==> config.mk <==
export PLATFORM = sky130hd
export DESIGN_NAME = dsw_ctrl
export DESIGN_NICKNAME = d
export VERILOG_FILES = /design/src/verilog/dsw_pkg.sv /design/src/verilog/dsw_ctrl.sv
export SDC_FILE = /design/constraint.sdc
export NUM_CORES = 1
export LEC_CHECK = 0
export BUFFER_PORTS_ARGS = -buffer_cell sky130_fd_sc_hd__buf_2
export CAP_MARGIN = 20
export CORE_MARGIN = 2
export CORE_UTILIZATION = 64
export CTS_CLUSTER_SIZE = 40
export DETAILED_ROUTE_END_ITERATION = 16
export GPL_ROUTABILITY_DRIVEN = 0
export PLACE_DENSITY_LB_ADDON = 0.25
export SLEW_MARGIN = 20
export SYNTH_ARGS = -nofsm -noshare
export SYNTH_HDL_FRONTEND = slang
export SYNTH_SLANG_ARGS = --single-unit
==> constraint.sdc <==
create_clock -name sys_clk_in -period 7 [get_ports sys_clk_in]
set_input_delay 0.35 -clock sys_clk_in [delete_from_list [all_inputs] [get_ports sys_clk_in]]
set_output_delay 0.35 -clock sys_clk_in [all_outputs]
set_load 0.01 [all_outputs]
==> src/verilog/dsw_pkg.sv <==
// Purpose: Shared constants and types of the deep-sleep wake controller
// Assumes: 32-bit register port, byte addresses on word boundaries
// Notes: Counts of the low-frequency tick are in 32 KHz periods
package dsw_pkg;

    // ==========================================================
    // Register map (byte addresses)
    // ==========================================================
    localparam logic [7:0] DSW_A_CTRL = 8'h00;
    localparam logic [7:0] DSW_A_WAKE_EN = 8'h04;
    localparam logic [7:0] DSW_A_TIMEOUT = 8'h08;
    localparam logic [7:0] DSW_A_WAKE_LAT = 8'h0C;
    localparam logic [7:0] DSW_A_CLK_EN = 8'h10;
    localparam logic [7:0] DSW_A_PERIPH_PWR = 8'h14;
    localparam logic [7:0] DSW_A_BUS_PWR = 8'h18;
    localparam logic [7:0] DSW_A_PAD_PWR = 8'h1C;
    localparam logic [7:0] DSW_A_STATUS = 8'h20;
    localparam logic [7:0] DSW_A_CMD = 8'h24;
    localparam logic [7:0] DSW_A_ASSOC = 8'h28;

    // ==========================================================
    // Field positions
    // ==========================================================
    localparam int DSW_CTRL_RETAIN = 0;
    localparam int DSW_CTRL_IND_EN = 1;
    localparam int DSW_CTRL_ASSOC_EN = 2;
    localparam int DSW_WE_POL = 4;
    localparam int DSW_WE_SEL_LSB = 5;
    localparam int DSW_CMD_LVL_LSB = 2;

    // ==========================================================
    // Reset values
    // ==========================================================
    localparam logic [15:0] DSW_RST_WAKE_LAT = 16'h0010;
    localparam logic [31:0] DSW_RST_TIMEOUT = 32'h0000_8000;
    localparam logic [15:0] DSW_RST_PERIOD = 16'h8000;
    localparam logic [15:0] DSW_RST_AWAKE = 16'h0100;

    // ==========================================================
    // Clock figures
    // ==========================================================
    localparam int DSW_SYS_CLK_HZ = 100_000_000;
    localparam int DSW_LF_CLK_HZ = 32_768;

    // Power states, binary coded
    typedef enum logic [2:0] {
        DSW_ST_ACTIVE = 3'b000,
        DSW_ST_STANDBY = 3'b001,
        DSW_ST_SLEEP = 3'b010,
        DSW_ST_SHUTDOWN = 3'b011,
        DSW_ST_WAKE = 3'b100
    } dsw_state_t;

    // Software state commands
    localparam logic [1:0] DSW_CMD_ACTIVE = 2'h0;
    localparam logic [1:0] DSW_CMD_STANDBY = 2'h1;
    localparam logic [1:0] DSW_CMD_SLEEP = 2'h2;
    localparam logic [1:0] DSW_CMD_SHUTDOWN = 2'h3;

endpackage

==> src/verilog/dsw_ctrl.sv <==
// Purpose: Power-state sequencer and deep-sleep wake controller
// Assumes: Inputs other than ext_reset_n_in and power_ok_input_in synchronous to sys_clk_in; lf_clk_in is sampled
// Notes: External reset and power-ok act without the clock
//
// Summary of operation
// - Hardware sequences Active, Standby, Sleep, Shutdown states
// - Sleep manager decides which subsystems run
// - Always-on logic steps on 32 KHz in sleep
// - Sleep keeps timer; RAM retention selectable
// - Wake after programmed timeout count elapses
// - Wake on selected GPIO at programmed polarity
// - Wake on real-time-clock timeout
// - Wake on watchdog interrupt timeout
// - Wake completes in hardware, no software
// - Associated standby wakes periodically, then returns
// - Peripheral clocks gated after reset until enabled
// - Separate power gates for peripherals, buses, pads
// - Software switches between Active performance levels
// - Wake latency set by software
// - External reset asynchronous, active low
// - Power-ok low forces internal reset low
// - Power-ok output high once both supplies valid
// - Sleep indication low in deep sleep
`timescale 1ns/1ns
module dsw_ctrl
    import dsw_pkg::*;
#(
    parameter int NPERIPH = 16,
    parameter int NBUS = 4,
    parameter int NPAD = 8,
    parameter int NSUB = 4,
    parameter int NGPIO = 8
)
(
    input wire logic sys_clk_in,
    input wire logic reset_in,
    input wire logic ext_reset_n_in,
    input wire logic power_ok_input_in,
    input wire logic always_on_battery_supply_ok_in,
    input wire logic switched_cap_output_ok_in,
    input wire logic lf_clk_in,
    input wire logic [NGPIO-1:0] gpio_in,
    input wire logic rtc_timeout_in,
    input wire logic wdt_irq_in,
    input wire logic [7:0] addr_in,
    input wire logic [31:0] wr_data_in,
    input wire logic wr_in,
    input wire logic rd_in,
    output logic [31:0] rd_data_out,
    output logic [NPERIPH-1:0] periph_clk_en_out,
    output logic [NPERIPH-1:0] periph_pwr_en_out,
    output logic [NBUS-1:0] bus_pwr_en_out,
    output logic [NPAD-1:0] pad_pwr_en_out,
    output logic [NSUB-1:0] subsys_run_out,
    output logic [1:0] active_level_out,
    output logic lf_clk_sel_out,
    output logic ram_retain_out,
    output logic sleep_indication_out,
    output logic power_ok_output_out,
    output logic internal_reset_n_out,
    output logic [2:0] state_out
);

    localparam int SELW = (NGPIO > 1) ? $clog2(NGPIO) : 1;

    // ==========================================================
    // State record
    // ==========================================================
    typedef struct packed {
        dsw_state_t state;
        logic retain;
        logic ind_en;
        logic assoc_en;
        logic [3:0] wake_en;
        logic gpio_pol;
        logic [SELW-1:0] gpio_sel;
        logic [31:0] timeout;
        logic [15:0] wake_lat;
        logic [15:0] period;
        logic [15:0] awake;
        logic [NPERIPH-1:0] clk_en;
        logic [NPERIPH-1:0] pperiph;
        logic [NBUS-1:0] pbus;
        logic [NPAD-1:0] ppad;
        logic [1:0] level;
        logic auto_wake;
        logic [31:0] cnt;
        logic [4:0] cause;
        logic lf_prev;
        logic [31:0] rd_data;
        logic [NPERIPH-1:0] o_clk;
        logic [NPERIPH-1:0] o_pper;
        logic [NBUS-1:0] o_pbus;
        logic [NPAD-1:0] o_ppad;
        logic [NSUB-1:0] o_sub;
        logic o_lf;
        logic o_ret;
        logic o_ind;
        logic o_pok;
    } dsw_regs_t;

    dsw_regs_t q; // Registered state
    dsw_regs_t d; // Next state
    logic [1:0] rst_sync_q; // Reset release synchroniser
    logic arst_n; // Combined asynchronous reset
    logic srst; // Internal synchronous reset
    logic lf_tick; // Rising edge of the low-frequency clock
    logic deep; // Next state is a deep-sleep state
    logic w_tmo, w_gpio, w_rtc, w_wdt, w_assoc;
    logic wake_any;

    // ==========================================================
    // Reset handling
    // ==========================================================
    // asynchronous assert
    assign arst_n = ext_reset_n_in & power_ok_input_in;

    // synchronised release; a raw release could split the state
    // record across two clock edges
    always_ff @(posedge sys_clk_in or negedge arst_n)
    begin
        if (!arst_n)
        begin
            rst_sync_q <= 2'b00;
        end
        else
        begin
            rst_sync_q <= {rst_sync_q[0], 1'b1};
        end
    end

    assign srst = reset_in | ~rst_sync_q[1];
    assign internal_reset_n_out = rst_sync_q[1];

    // ==========================================================
    // Wake sources
    // ==========================================================
    // Low-frequency clock is sampled, so the sleep timer steps once
    // per 32 KHz period
    assign lf_tick = lf_clk_in & ~q.lf_prev;

    // timer wake, counted only in Sleep
    assign w_tmo = q.wake_en[0] & (q.state == DSW_ST_SLEEP) & lf_tick
        & (q.cnt + 32'h0000_0001 >= q.timeout);
    assign w_gpio = q.wake_en[1] & (gpio_in[q.gpio_sel] == q.gpio_pol);
    assign w_rtc = q.wake_en[2] & rtc_timeout_in;
    assign w_wdt = q.wake_en[3] & wdt_irq_in;
    assign w_assoc = q.assoc_en & (q.state == DSW_ST_STANDBY) & lf_tick
        & (q.cnt + 32'h0000_0001 >= {16'h0000, q.period});
    assign wake_any = w_tmo | w_gpio | w_rtc | w_wdt | w_assoc;

    // ==========================================================
    // Next-state logic
    // ==========================================================
    always_comb
    begin
        d = q;
        d.lf_prev = lf_clk_in;
        d.rd_data = 32'h0000_0000;

        // Register writes
        if (wr_in)
        begin
            case (addr_in)
                DSW_A_CTRL:
                begin
                    d.retain = wr_data_in[DSW_CTRL_RETAIN];
                    d.ind_en = wr_data_in[DSW_CTRL_IND_EN];
                    d.assoc_en = wr_data_in[DSW_CTRL_ASSOC_EN];
                end
                DSW_A_WAKE_EN:
                begin
                    d.wake_en = wr_data_in[3:0];
                    d.gpio_pol = wr_data_in[DSW_WE_POL];
                    d.gpio_sel = wr_data_in[DSW_WE_SEL_LSB +: SELW];
                end
                DSW_A_TIMEOUT: d.timeout = wr_data_in;
                DSW_A_WAKE_LAT: d.wake_lat = wr_data_in[15:0];
                DSW_A_CLK_EN: d.clk_en = wr_data_in[NPERIPH-1:0];
                DSW_A_PERIPH_PWR: d.pperiph = wr_data_in[NPERIPH-1:0];
                DSW_A_BUS_PWR: d.pbus = wr_data_in[NBUS-1:0];
                DSW_A_PAD_PWR: d.ppad = wr_data_in[NPAD-1:0];
                DSW_A_ASSOC:
                begin
                    d.period = wr_data_in[15:0];
                    d.awake = wr_data_in[31:16];
                end
                default: ;
            endcase
        end

        // Register reads, answered in the next cycle
        if (rd_in)
        begin
            case (addr_in)
                DSW_A_CTRL: d.rd_data = {29'h0, q.assoc_en, q.ind_en, q.retain};
                DSW_A_WAKE_EN: d.rd_data = 32'({q.gpio_sel, q.gpio_pol, q.wake_en});
                DSW_A_TIMEOUT: d.rd_data = q.timeout;
                DSW_A_WAKE_LAT: d.rd_data = {16'h0000, q.wake_lat};
                DSW_A_CLK_EN: d.rd_data = 32'(q.clk_en);
                DSW_A_PERIPH_PWR: d.rd_data = 32'(q.pperiph);
                DSW_A_BUS_PWR: d.rd_data = 32'(q.pbus);
                DSW_A_PAD_PWR: d.rd_data = 32'(q.ppad);
                DSW_A_STATUS: d.rd_data = {20'h0, q.o_pok, q.cause, q.level,
                    q.auto_wake, q.state};
                DSW_A_CMD: d.rd_data = {28'h0, q.level, 2'b00};
                DSW_A_ASSOC: d.rd_data = {q.awake, q.period};
                // Unmapped addresses read as zero
                default: d.rd_data = 32'h0000_0000;
            endcase
        end

        case (q.state)
            DSW_ST_ACTIVE:
            begin
                // Awake window counts only after a periodic wake
                d.cnt = q.auto_wake ? q.cnt + 32'h0000_0001 : q.cnt;
                // return to standby after the awake window
                if (q.auto_wake && q.cnt >= {16'h0000, q.awake})
                begin
                    d.state = DSW_ST_STANDBY;
                    d.cnt = 32'h0000_0000;
                    d.auto_wake = 1'b0;
                end
                if (wr_in && addr_in == DSW_A_CMD)
                begin
                    d.level = wr_data_in[DSW_CMD_LVL_LSB +: 2];
                    d.auto_wake = 1'b0;
                    d.cnt = 32'h0000_0000;
                    case (wr_data_in[1:0])
                        DSW_CMD_STANDBY: d.state = DSW_ST_STANDBY;
                        DSW_CMD_SLEEP: d.state = DSW_ST_SLEEP;
                        DSW_CMD_SHUTDOWN: d.state = DSW_ST_SHUTDOWN;
                        default: d.state = DSW_ST_ACTIVE;
                    endcase
                    if (wr_data_in[1:0] != DSW_CMD_ACTIVE)
                        d.cause = 5'h00;
                end
            end
            DSW_ST_STANDBY, DSW_ST_SLEEP, DSW_ST_SHUTDOWN:
            begin
                // sleep timer steps on the 32 KHz tick only
                if (lf_tick && q.state != DSW_ST_SHUTDOWN)
                    d.cnt = q.cnt + 32'h0000_0001;
                if (wake_any)
                begin
                    d.state = DSW_ST_WAKE;
                    d.cnt = 32'h0000_0000;
                    d.auto_wake = w_assoc & ~(w_tmo | w_gpio | w_rtc | w_wdt);
                    d.cause = {w_assoc, w_wdt, w_rtc, w_gpio, w_tmo};
                end
            end
            DSW_ST_WAKE:
            begin
                d.cnt = q.cnt + 32'h0000_0001;
                if (q.cnt >= {16'h0000, q.wake_lat})
                begin
                    d.state = DSW_ST_ACTIVE;
                    d.cnt = 32'h0000_0000;
                end
            end
            default: d.state = DSW_ST_ACTIVE;
        endcase

        // Outputs follow the next state so they leave from flops
        deep = (d.state == DSW_ST_SLEEP) || (d.state == DSW_ST_SHUTDOWN);
        // clocks gated unless enabled and active
        d.o_clk = (d.state == DSW_ST_ACTIVE) ? d.clk_en : '0;
        // power gates drop in every low state
        d.o_pper = (d.state == DSW_ST_ACTIVE) ? d.pperiph : '0;
        d.o_pbus = (d.state == DSW_ST_ACTIVE) ? d.pbus : '0;
        d.o_ppad = (d.state == DSW_ST_ACTIVE) ? d.ppad : '0;
        // sleep manager owns subsystem run state
        d.o_sub = (d.state == DSW_ST_ACTIVE) ? '1 : '0;
        // low-frequency clock for the always-on domain
        d.o_lf = deep;
        // retention kept unless shutdown, or sleep with retention not selected
        d.o_ret = !(d.state == DSW_ST_SHUTDOWN)
            && !(d.state == DSW_ST_SLEEP && !d.retain);
        // low while in deep sleep, when enabled
        d.o_ind = !(deep && d.ind_en);
        d.o_pok = always_on_battery_supply_ok_in & switched_cap_output_ok_in;
    end

    // ==========================================================
    // State register
    // ==========================================================
    // Synchronous reset; power-ok and external reset reach it through
    // the synchroniser, so reset_in is the only port value that enters this reset branch
    always_ff @(posedge sys_clk_in)
    begin
        if (srst)
        begin
            q <= '0;
            q.state <= DSW_ST_ACTIVE;
            q.timeout <= DSW_RST_TIMEOUT;
            q.wake_lat <= DSW_RST_WAKE_LAT;
            q.period <= DSW_RST_PERIOD;
            q.awake <= DSW_RST_AWAKE;
            q.retain <= 1'b1;
            q.o_ret <= 1'b1;
            q.o_ind <= 1'b1;
        end
        else
        begin
            q <= d;
        end
    end

    assign rd_data_out = q.rd_data;
    assign periph_clk_en_out = q.o_clk;
    assign periph_pwr_en_out = q.o_pper;
    assign bus_pwr_en_out = q.o_pbus;
    assign pad_pwr_en_out = q.o_ppad;
    assign subsys_run_out = q.o_sub;
    assign active_level_out = q.level;
    assign lf_clk_sel_out = q.o_lf;
    assign ram_retain_out = q.o_ret;
    assign sleep_indication_out = q.o_ind;
    assign power_ok_output_out = q.o_pok;
    assign state_out = q.state;

endmodule // dsw_ctrl

== Yosys cells after proc, flatten, opt, wreduce, memory -nomap -nowiden ==
Index checks and enable logic that the tools add are counted.

* Bits in registers: 265
* Input port bits: 59
* Output and inout bits: 90
* Logic and storage cells: 146

* Add/sub/neg operators: 1
* $lt $le $gt $ge: 5
* Equal/unequal tests: 27
* Multiplexer cells: 30
* Bitwise operators: 23
* Reductions and logical operators: 29

{| class="wikitable"
|+ Operators with widths
! cell !! number
|-
| one-hot mux 32 bit (11 select lines) || 1
|-
| two-way mux 32 bit || 5
|-
| two-way mux 135 bit || 1
|-
| >= comparator 32 x 16 -> 1 bit || 3
|-
| one-hot mux 32 bit (3 select lines) || 1
|-
| two-way mux 38 bit || 2
|-
| two-way mux 16 bit || 3
|-
| two-way mux 33 bit || 1
|-
| adder 32 x 1 -> 32 bit, second input constant || 1
|-
| == test 8 x 5 -> 1 bit, second input constant || 4
|-
| >= comparator 32 bit || 1
|-
| == test 8 x 6 -> 1 bit, second input constant || 3
|-
| == test 8 x 4 -> 1 bit, second input constant || 2
|-
| two-way mux 8 bit || 2
|-
| two-way mux 3 bit || 5
|-
| bitwise AND 1 bit || 13
|-
| == test 3 x 2 -> 1 bit, second input constant || 4
|-
| AND reduction 2 bit || 6
|-
| one-hot mux 5 bit (2 select lines) || 1
|-
| one-hot mux 3 bit (3 select lines) || 1
|-
| == test 8 x 3 -> 1 bit, second input constant || 1
|-
| logical NOT 8 bit || 1
|-
| two-way mux 4 bit || 2
|-
| logical AND 1 bit || 6
|-
| 26 further kinds || 45
|}

== Longest topological paths before layout ==
Gate-level depths: netlist (run 1).

* Depth in word-level cells: 14
* Depth in mapped cells: 17
* Mapped depth without buffers: 16

== Worst setup path before layout (run 1) ==
No wires, ideal clock.

* Path type: register -> register
* Start point: reg q[99] (netlist bit)
* End point: reg q[116] (netlist bit)
* Setup time: 0.059 ns
* Data arrival time: 3.979 ns
* Data required time: 6.941 ns
* Path slack: 2.962 ns
* Cell stages (with the launch flop): 18
* Path buffers: 2
* Clock period less this slack: 4.038 ns
* Cell sequence: dfxtp_1 > buf_2 > nand4_2 > or4_4 > nor2_1 > and3_1 > xor2_1 > ha_1 > a21oi_1 > o21ai_0 > a221o_1 > a2bb2oi_1 > o21ai_0 > o31ai_1 > nand3_1 > nor2_1 > buf_2 > a22o_1

* Cells in the longest elaborated chain, start to end: 9
* Elaborated cells between the ends (all ways): 22
* Classes of those cells: add/sub: 1; order compare: 4; eq/ne: 2; mux: 7; bitwise: 6; reduce/logical: 2

{| class="wikitable"
|+ Ends and longest elaborated chain
! what !! RTL line !! source
|-
| start: declaration || dsw_ctrl.sv:102 || <nowiki>dsw_regs_t q;</nowiki>
|-
| adder 32 x 1 -> 32 bit || - ||
|-
| >= comparator 32 bit || dsw_ctrl.sv:144 || <nowiki>& (q.cnt + 32'h0000_0001 >= q.timeout);</nowiki>
|-
| bitwise AND 1 bit || dsw_ctrl.sv:144 ||
|-
| OR 1 bit (4 in series) || dsw_ctrl.sv:150 || <nowiki>assign wake_any = w_tmo | w_gpio | w_rtc | w_wdt | w_assoc;</nowiki>
|-
| != test 3 bit (no line) / two-way mux 38 bit (equally long branches) || - ||
|-
| AND reduction 3 bit (no line) / one-hot mux 32 bit (3 select lines) (equally long branches) || - ||
|}

Several ways; a longest one is shown, not always the timed one. The select of a mux whose other input is x is not followed.
A chain may end at the register's enable or synchronous reset.

== Worst setup path after layout (run 1) ==
* Start point: reg q[99] (netlist bit)
* End point: reg q[109] (netlist bit)

The elaborated chain is that of the path after synthesis.

==> metrics.txt, run 1 <==
Rel. slew slack=0.285; area delta synth->final=8.91%; P per Cell Area=213 mW/mm2; Hold WS=0.0283 ns; # resized after CTS=0; TritonCTS Buffers=27; setup_tns=0 ns; DR vias/cell=6.22; setup bufs post-CTS=0; CP Max Fanout=14; initial antenna violation count=1; residual DRC count=0; Leak=5.76 nW; Crit. Startpoint=q[99]$_SDFFE_PP0P_; run status=finished, final reports clean; most frequent cells in the layout=260 x dfxtp_1, 229 x nand2_1, 148 x buf_2; number of global-route vias before repair=11100; register bit total from synthesis=262; ANT cells=0; area leader, netlist=dfxtp_1; Worst Skew=0.0235 ns; Worst-Margin Slew=1.07 ns; FF-to-FF Start=q[99]$_SDFFE_PP0P_; DR WL/cell=19.6 um; WP data required=7.47 ns; max incr delay on CP=0.73 ns; DRT iter0 DRCs=1220; hold-fix buffers at CTS=2; dpl cells=1791; Peak VDD IR=206 uV; Worst Setup End Kind=flop; Clk Tree Root Cell=clkbuf_16; Tot GR Track Use=0.327; CTS tree=yes; Die ar.=0.0217 mm2; Die Y=147 um; total number of vias=11500; commonest non-fill, non-tap cell in the layout=dfxtp_1; clock power share=0.486; port bufs=148; Crit path arrival time=5.93 ns; EDFF count, synth=0; ys async rst share=0.00763; Hold Path Stages=2; clock latency on the worst-skew pair=0.55 ns; syn_nets=1669; DR pass1 iterations=6; most used cell, CP=o21ai_0; fin crit share=0.780; Comb pwr share=0.026; CTS H-tree depth=1; switching power=0.664 mW; initial core utilization=0.650; area share of the largest cell type after synthesis=0.396; Post-Syn Instances=1529; core footprint=0.0202 mm2; final worst slack=1.54 ns; final cell count without fillers=1843; syn avg cell area=8.61 um2; Hold Fails Final Rpt=0; Final nets=1692; largest net degree at the start of global routing=89; num ports=149; Crit Path Class=flop to flop; DRT Wirelength=36.2 mm; Worst setup SP type=flop; Reg2Reg Setup Slack=1.54 ns; count of cell types in the netlist=67; RR Endpoint=q[109]$_SDFFE_PP0P_; gr ovfl total=0; Post-DP HPWL=25.4 mm; hold crit path type=input pin to flop; YS warnings=0; Hold Path End=q[84]$_SDFF_PP0_; Net Sw Frac=0.217; CP max-delay cell=nor4_1; RSZ-0062 raised after global routing=false; Hold Startpoint=lf_clk_in; pre-CTS setup slack=1.82 ns; first-pass GRT wire length=57.1 mm; Slew Viols, Final=0; Routed Antenna Nets=0; CTS sink cnt=262; max cap viols=0; row count=52; dominant synthesized flop cell=dfxtp_1; Final Power=3.06 mW; Peak Freq=183 MHz; post-synth design cell area=0.0132 mm2; Fillers=1622; clock-pin slew on the worst setup and hold paths=0.07 ns; sequential power share=0.488; layout cells sized above 1=0.170; worst r2r path cells=16; crit path cell chain=nand4_2 > nor4_1 > nand4_1 > or2_2 > nand2_1 > ha_1 > a21oi_1 > o21ai_0 > a221o_1 > a2bb2oi_1 > o21ai_0 > o31ai_1 > nand3_1 > nor2_1 > buf_4 > a22o_1; # setup viols final=0; Pint=2.40 mW; CTS Buffer Depth=3; largest cells by area after synthesis=dfxtp_1 40%, ha_1 7.7%, nand2_1 6.5%; die width=147 um; min Tclk post-route=5.46 ns; Seq/Total Area, Yosys=0.399
synthesized netlist by cell type, types with 20 or more instances:
cell / n
xor2_1: 27
a22oi_1: 47
a21oi_1: 125
nand3_1: 37
buf_4: 85
nor3_2: 39
mux2i_1: 48
inv_1: 86
dfxtp_1: 260
a22o_1: 31
nand2_1: 229
a31oi_1: 21
nor2_1: 108
nor3_1: 22
clkbuf_1: 75
nand4_1: 20
ha_1: 81
cells by family (layout without fill, tap and decap cells):
family                   Yosys count  in the layout  share of synthesized area
XOR/XNOR                          45             45                     0.0300
other                              1              1                   0.000285
AO/OA/AOI/OAI                    305            305                      0.156
AND/OR/NAND/NOR                  526            526                      0.196
buffers and inverters            259            303                      0.101
flip-flops                       262            262                      0.399
adder cells (fa/ha/maj)           81             81                     0.0770
multiplexers                      50             50                     0.0399
through the flow:
step | area [um2] | utilization
after floorplan | 13200 | -
after global placement | 13400 | 0.662
after detailed placement | 13400 | 0.662
after CTS | 14300 | 0.708
after global routing | 14300 | 0.708
final | 14300 | 0.708
how the worst max path moves through the flow:
stage               slack (ns)                   to  cells past startpoint
floorplan                 2.96  q[116]$_SDFFE_PP0P_                     17
detailed placement        1.82  q[109]$_SDFFE_PP0P_                     16
global route              1.31  q[109]$_SDFFE_PP0P_                     16
CTS                       1.84  q[109]$_SDFFE_PP0P_                     16
global placement          1.87  q[109]$_SDFFE_PP0P_                     14
finish                    1.54  q[109]$_SDFFE_PP0P_                     16
metal layers:
metal,share of wire,GRT usage
met5,0.00036,0
met4,0.040,0.139
met3,0.11,0.0762
met1,0.40,0.433
met2,0.45,0.515
power groups by stage:
stage          clock [mW]  combinational (mW)  sequential, mW
3_5_place_dp            0              0.0754            1.53
6_report             1.49              0.0787            1.49
2_1_floorplan           0              0.0381            1.53
3_3_place_gp            0              0.0743            1.53
4_1_cts              1.49              0.0765            1.49
5_1_grt              1.56              0.0831            1.49
final cells by class:
cell class                 count  area (um2)  share of cell area
inverter                      86         323              0.0225
clock inverter                10         148              0.0103
clock buffer                  40         774              0.0540
sequential                   262        5260               0.367
multi-input combinational   1008        6610               0.461
timing repair buffer         167         888              0.0620
tap                          270         338              0.0236
sequential cells by signal, indices dropped and copies added, names as in the netlist, 2 cells and up:
signal,flops
active_level_out,2
bus_pwr_en_out,4
pad_pwr_en_out,8
periph_clk_en_out,16
periph_pwr_en_out,16
q,174
rd_data_out,32
rst_sync_q,2
state_out,3
critical path, delay by kind of cell (launching register included):
kind	cells	cell delay [ns]
adder cells (fa/ha/maj)	1	0.25
AO/OA/AOI/OAI	7	1.57
buffers and inverters	1	0.30
AND/OR/NAND/NOR	7	2.73
flip-flops	1	0.54
Power figures use the tool's default switching activity.
==> run 2: changes to the inputs <==
--- a/config.mk
+++ b/config.mk
@@ -8,7 +8,7 @@
 export BUFFER_PORTS_ARGS = -buffer_cell sky130_fd_sc_hd__buf_2
 export CAP_MARGIN = 20
 export CORE_MARGIN = 2
-export CORE_UTILIZATION = 64
+export CORE_UTILIZATION = 53
 export CTS_CLUSTER_SIZE = 40
 export DETAILED_ROUTE_END_ITERATION = 16
 export GPL_ROUTABILITY_DRIVEN = 0
==> constraint.sdc (replaced) <==
create_clock -name sys_clk_in -period 4.6 [get_ports sys_clk_in]
set_input_delay 0.23 -clock sys_clk_in [delete_from_list [all_inputs] [get_ports sys_clk_in]]
set_output_delay 0.23 -clock sys_clk_in [all_outputs]
set_load 0.01 [all_outputs]
==> run 2 against run 1 <==
  * Critical path depth is 2 higher
  * Routed wire length grew 4.2%
  * Sequential share of layout area down 1.9 points
  * Cell area rose by 5.8%
  * Clock-buffer cell count is 1 higher
  * Core utilization decreased by 8.5 points
  * Via count rose by 0.33%
  * Sequential power rose by 52%
  * Largest cell class unchanged
  * First-iteration DRC count shrank 10%
  * Sequential cell count is the same
  * Clock skew fell by 0.0062 ns
  * Critical path type unchanged
==> metrics.txt, run 2 (synthesis results as in run 1) <==
row count=57; CP max-delay cell=dfxtp_2; max cap viols=0; CTS sink cnt=262; commonest non-fill, non-tap cell in the layout=dfxtp_1; setup_tns=0 ns; pre-CTS setup slack=0.111 ns; layout cells sized above 1=0.192; Final nets=1753; CP top delay family=simple AND/OR/NAND/NOR gates; Net Sw Frac=0.217; number of global-route vias before repair=11000; Clk Tree Root Cell=clkbuf_16; largest register by flop count=q; DRT Wirelength=37.7 mm; Worst-Margin Slew=1.02 ns; Rel. slew slack=0.305; DR vias/cell=5.87; DR pass1 iterations=6; port bufs=148; Crit Path Class=flop to flop; CTS H-tree depth=1; Fillers=2084; TritonCTS Buffers=28; DRT iter0 DRCs=1098; Comb pwr share=0.029; final worst slack=0.206 ns; max incr delay on CP=0.38 ns; CP Max Fanout=23; gr ovfl total=0; first-pass GRT wire length=58.2 mm; Post-DP HPWL=26.2 mm; WP data required=5.08 ns; sequential cell area=0.00526 mm2; Leak=6.12 nW; min Tclk post-route=4.39 ns; Worst setup SP type=flop; Hold Fails Final Rpt=0; core footprint=0.0243 mm2; area of the multi-input gates=0.00665 mm2; clock latency on the worst-skew pair=0.57 ns; Crit path arrival time=4.88 ns; Final Power=4.93 mW; CTS Buffer Depth=3; P per Cell Area=325 mW/mm2; Worst Setup End Kind=flop; CTS tree=yes; Peak VDD IR=253 uV; initial core utilization=0.541; Pint=3.86 mW; crit path cell chain=ha_2 > nand4_1 > nor2_4 > and4_1 > xor2_1 > ha_1 > nand4_1 > a31oi_1 > a211oi_1 > o311ai_0 > buf_4 > nor4_2 > buf_4 > a31oi_1 > o21ai_2 > o2111ai_4 > buf_12 > nor3_1; Routed Antenna Nets=0; max FFs per register=174; total number of vias=11500; Worst Skew=0.0172 ns; most frequent cells in the layout=253 x dfxtp_1, 229 x nand2_1, 148 x buf_2; Die Y=162 um; # setup viols final=0; hold crit path type=input pin to flop; run status=finished, final reports clean; die width=162 um; residual DRC count=0; Die ar.=0.0261 mm2; switching power=1.07 mW; final core utilization=0.623; Peak Freq=228 MHz; initial antenna violation count=0; Tot GR Track Use=0.279; CP Buf/Inv Count=3; largest net degree at the start of global routing=186; clock-pin slew on the worst setup and hold paths=0.07 ns; ANT cells=0; clock power share=0.510; Slew Viols, Final=0; area delta synth->final=15.2%; sequential power share=0.461; DR WL/cell=19.2 um; num ports=149; fin crit share=0.955
==> run 2: changes by cell type in the layout (fill, tap and decap cells not counted), sizes merged <==
| cell | before | now |
|---|---|---|
| clkinv | 5 | 4 |
| clkinvlp | 0 | 2 |
| clkbuf | 40 | 42 |
| inv | 88 | 86 |
| buf | 165 | 190 |
| bufinv | 3 | 5 |
| dlygate4sd3 | 2 | 36 |
==> run 2: metal layers <==
layer	vias to the layer above	global-route usage	part of all wire
li1	5403	-	-
met2	531	0.449	0.45
met3	106	0.0606	0.088
met5	-	0	0
met1	5457	0.377	0.43
met4	0	0.0820	0.031
==> run 2: metrics by stage <==
step           hold slack, ns  area, um2  std cells
3_3_place_gp            0.121      13700       1868
6_report               0.0436      15200       1959
3_5_place_dp            0.126      13700       1868
2_1_floorplan          0.0363      13200       1529
5_1_grt                0.0437      15200       1959
4_1_cts                0.0277      15100       1956
==> run 2: worst reg2reg max path: cells and delay by family (launching register included) <==
family                   cells  cell delay [ns]
AND/OR/NAND/NOR              6             1.32
AO/OA/AOI/OAI                6             1.19
buffers and inverters        3             0.64
adder cells (fa/ha/maj)      2             0.53
flip-flops                   1             0.38
XOR/XNOR                     1             0.27
==> run 2: final timing paths <==
check                      depth (start not counted)  slack [ns]                     from                               end
setup / recovery                                  18        0.21       q[91]$_SDFFE_PP0P_  periph_pwr_en_out[15]$_SDFF_PP0_
max in group asynchronous                          4        3.86        power_ok_input_in           rst_sync_q[0]$_DFF_PN0_
hold reg to reg                                    0        0.36  rst_sync_q[0]$_DFF_PN0_           rst_sync_q[1]$_DFF_PN0_
min in group asynchronous                          3        0.08           ext_reset_n_in           rst_sync_q[1]$_DFF_PN0_
setup reg to reg                                  18        0.21       q[91]$_SDFFE_PP0P_  periph_pwr_en_out[15]$_SDFF_PP0_
hold / removal                                     3        0.04            wr_data_in[0]               q[201]$_SDFFE_PP0P_
==> run 2: timing repair <==
item,CTS,global route
hold buffers,36,0
endpoints found under the hold margin,75,0
resized for setup,0,17
endpoints found under the setup margin,0,70
setup buffers,0,2
==> run 2: cell type report <==
| class | instances | share of cell area |
|---|---|---|
| flip-flops and latches | 262 | 0.347 |
| clock inverters | 11 | 0.0141 |
| clock buffers | 41 | 0.0547 |
| repair buffers | 227 | 0.0975 |
| multi-input cells | 1008 | 0.438 |
| inverters | 86 | 0.0213 |
| well taps | 324 | 0.0267 |
==> run 2: power by group through the flow <==
stage / Clock (mW) / Combinational, mW / Sequential (mW)
floorplan: 0 / 0.0580 / 2.32
finish: 2.51 / 0.143 / 2.27
detailed placement: 0 / 0.117 / 2.32
CTS: 2.54 / 0.141 / 2.27
global placement: 0 / 0.117 / 2.32
global route: 2.62 / 0.153 / 2.27
==> run 3: changes to the inputs <==
--- a/config.mk
+++ b/config.mk
@@ -6,9 +6,8 @@
 export NUM_CORES = 1
 export LEC_CHECK = 0
 export BUFFER_PORTS_ARGS = -buffer_cell sky130_fd_sc_hd__buf_2
-export CAP_MARGIN = 20
 export CORE_MARGIN = 2
-export CORE_UTILIZATION = 53
+export CORE_UTILIZATION = 50
 export CTS_CLUSTER_SIZE = 40
 export DETAILED_ROUTE_END_ITERATION = 16
 export GPL_ROUTABILITY_DRIVEN = 0
==> run 3 against run 2 <==
  * Sequential power about the same
  * First-iteration DRC count increased by 18%
  * Routed wire length decreased by 1.9%
  * Largest cell class unchanged
  * Maximum frequency increased by 1.3%
  * Global-route usage decreased by 2.1 points
  * Largest power group is now registers
  * Clock skew increased by 0.0019 ns
  * Clock-buffer cell count decreased by 7
==> metrics.txt, run 3 (synthesis results as in run 1) <==
DR pass1 iterations=5; layout cells sized above 1=0.187; row count=59; Hold Startpoint=wr_data_in[1]; run status=finished, final reports clean; CP max-delay cell=dfxtp_1; Die Y=166 um; Routed Antenna Nets=0; most frequent cells in the layout=256 x dfxtp_1, 229 x nand2_1, 148 x buf_2; hold crit path type=input pin to flop; Peak VDD IR=237 uV; Worst Skew=0.0192 ns; Worst-Margin Slew=1.04 ns; initial antenna violation count=0; Slew Viols, Final=0; clock latency on the worst-skew pair=0.57 ns; initial core utilization=0.506; Leak=6.06 nW; Area after DPL=0.0137 mm2; Hold Path End=q[186]$_SDFFE_PP0P_; Hold Path Stages=3; CTS Buffer Depth=3; Hold Fails Final Rpt=0; Crit path arrival time=4.82 ns; fin crit share=0.943; Final nets=1758; Worst Setup End Kind=flop; Die ar.=0.0276 mm2; gr ovfl total=0; clock-pin slew on the worst setup and hold paths=0.07 ns; DR vias/cell=5.78; port bufs=148; global-route met2 utilization=0.412; first-pass GRT wire length=58.0 mm; final core utilization=0.577; RSZ-0062 raised after global routing=false; CTS tree=yes; worst r2r path cells=16; residual DRC count=0; global-route met3 utilization=0.0531; total number of vias=11400; CTS H-tree depth=1; CTS sink cnt=262; max incr delay on CP=0.50 ns; Peak Freq=231 MHz; Crit Path Class=flop to flop; RR Endpoint=periph_clk_en_out[15]$_SDFF_PP0_; setup_tns=0 ns; die width=166 um; commonest non-fill, non-tap cell in the layout=dfxtp_1; FF-to-FF Start=q[95]$_SDFFE_PP0P_; core footprint=0.0260 mm2; Final Cell Area=0.0150 mm2; most used routing layer in global routing=met2; DR WL/cell=18.8 um; Tot GR Track Use=0.258; DRT Wirelength=37.0 mm; number of global-route vias before repair=10800; ANT cells=0; CP Max Fanout=45; largest register by flop count=q; Reg2Reg Setup Slack=0.26 ns; M1 GR Usage=0.353; num ports=149; setup bufs post-CTS=0; WP data required=5.08 ns; max FFs per register=174; Worst setup SP type=flop; area delta synth->final=14.0%; DRT iter0 DRCs=1291; # setup viols final=0; min Tclk post-route=4.34 ns; P per Cell Area=310 mW/mm2; Clk Tree Root Cell=clkbuf_16; largest net degree at the start of global routing=71; Post-DP HPWL=26.4 mm; Rel. slew slack=0.307; max cap viols=0; crit path cell chain=nand4_1 > nor4_1 > nand4_1 > or2_2 > nand2_1 > ha_1 > a21oi_1 > o21ai_0 > a221o_1 > a2bb2oi_1 > o21ai_1 > or2_2 > o21ai_1 > o2111ai_4 > buf_12 > nor3_1; Fillers=2399; TritonCTS Buffers=28; Hold WS=0.0454 ns
run 3: changes by cell type in the layout (fill, tap and decap cells not counted), sizes merged:
cell,delta
inv,+2
clkbuf,-8
bufinv,-3
clkinv,+2
buf,+6
run 3: how the worst max path moves through the flow:
stage / start / endpoint / slack (ns)
3_3_place_gp: q[102]$_SDFFE_PP0P_ / periph_pwr_en_out[15]$_SDFF_PP0_ / 0.27
6_report: q[95]$_SDFFE_PP0P_ / periph_clk_en_out[15]$_SDFF_PP0_ / 0.26
4_1_cts: q[101]$_SDFFE_PP0P_ / periph_pwr_en_out[15]$_SDFF_PP0_ / 0.14
3_5_place_dp: q[102]$_SDFFE_PP0P_ / periph_pwr_en_out[15]$_SDFF_PP0_ / 0.18
2_1_floorplan: q[99]$_SDFFE_PP0P_ / q[116]$_SDFFE_PP0P_ / 0.56
5_1_grt: q[102]$_SDFFE_PP0P_ / periph_pwr_en_out[15]$_SDFF_PP0_ / 0.06
run 3: final cells by class:
type	instances	area (um2)	area share
multi-input combinational	1008	6620	0.441
sequential	262	5260	0.351
timing repair buffer	232	1490	0.0991
clock buffer	34	743	0.0495
tap	335	419	0.0279
inverter	86	323	0.0215
clock inverter	12	151	0.0101
run 3: critical path, delay by kind of cell (launching register included):
family,cells,cell delay (ns)
buffers and inverters,1,0.25
AO/OA/AOI/OAI,7,1.33
adder cells (fa/ha/maj),1,0.24
flip-flops,1,0.50
AND/OR/NAND/NOR,7,1.87
run 3: report_power, final:
part | total (mW) | switching, mW | leakage (nW) | internal, mW
clock | 2.23 | 0.966 | 0.433 | 1.27
combinational | 0.143 | 0.0896 | 3.51 | 0.0538
sequential | 2.27 | 0.00184 | 2.12 | 2.27
run 3: metal layers:
layer	routed length, um	vias to the layer above
met4	888	0
met1	16200	5413
met2	16700	473
met5	0	-
li1	-	5414
met3	3100	74
run 3: metrics by stage:
stage | worst slack (ns) | instances | total power [mW]
final | 0.263 | 1969 | 4.65
after global routing | 0.0604 | 1969 | 4.77
after CTS | 0.138 | 1969 | 4.67
after detailed placement | 0.183 | 1887 | 2.44
after global placement | 0.270 | 1887 | 2.44
after floorplan | 0.562 | 1529 | 2.38
run 3: repair_timing:
item / 4_1_cts / 5_1_grt
resized for setup: 0 / 9
setup endpoints to repair: 0 / 46
hold buffers: 36 / 0
hold endpoints to repair: 77 / 0
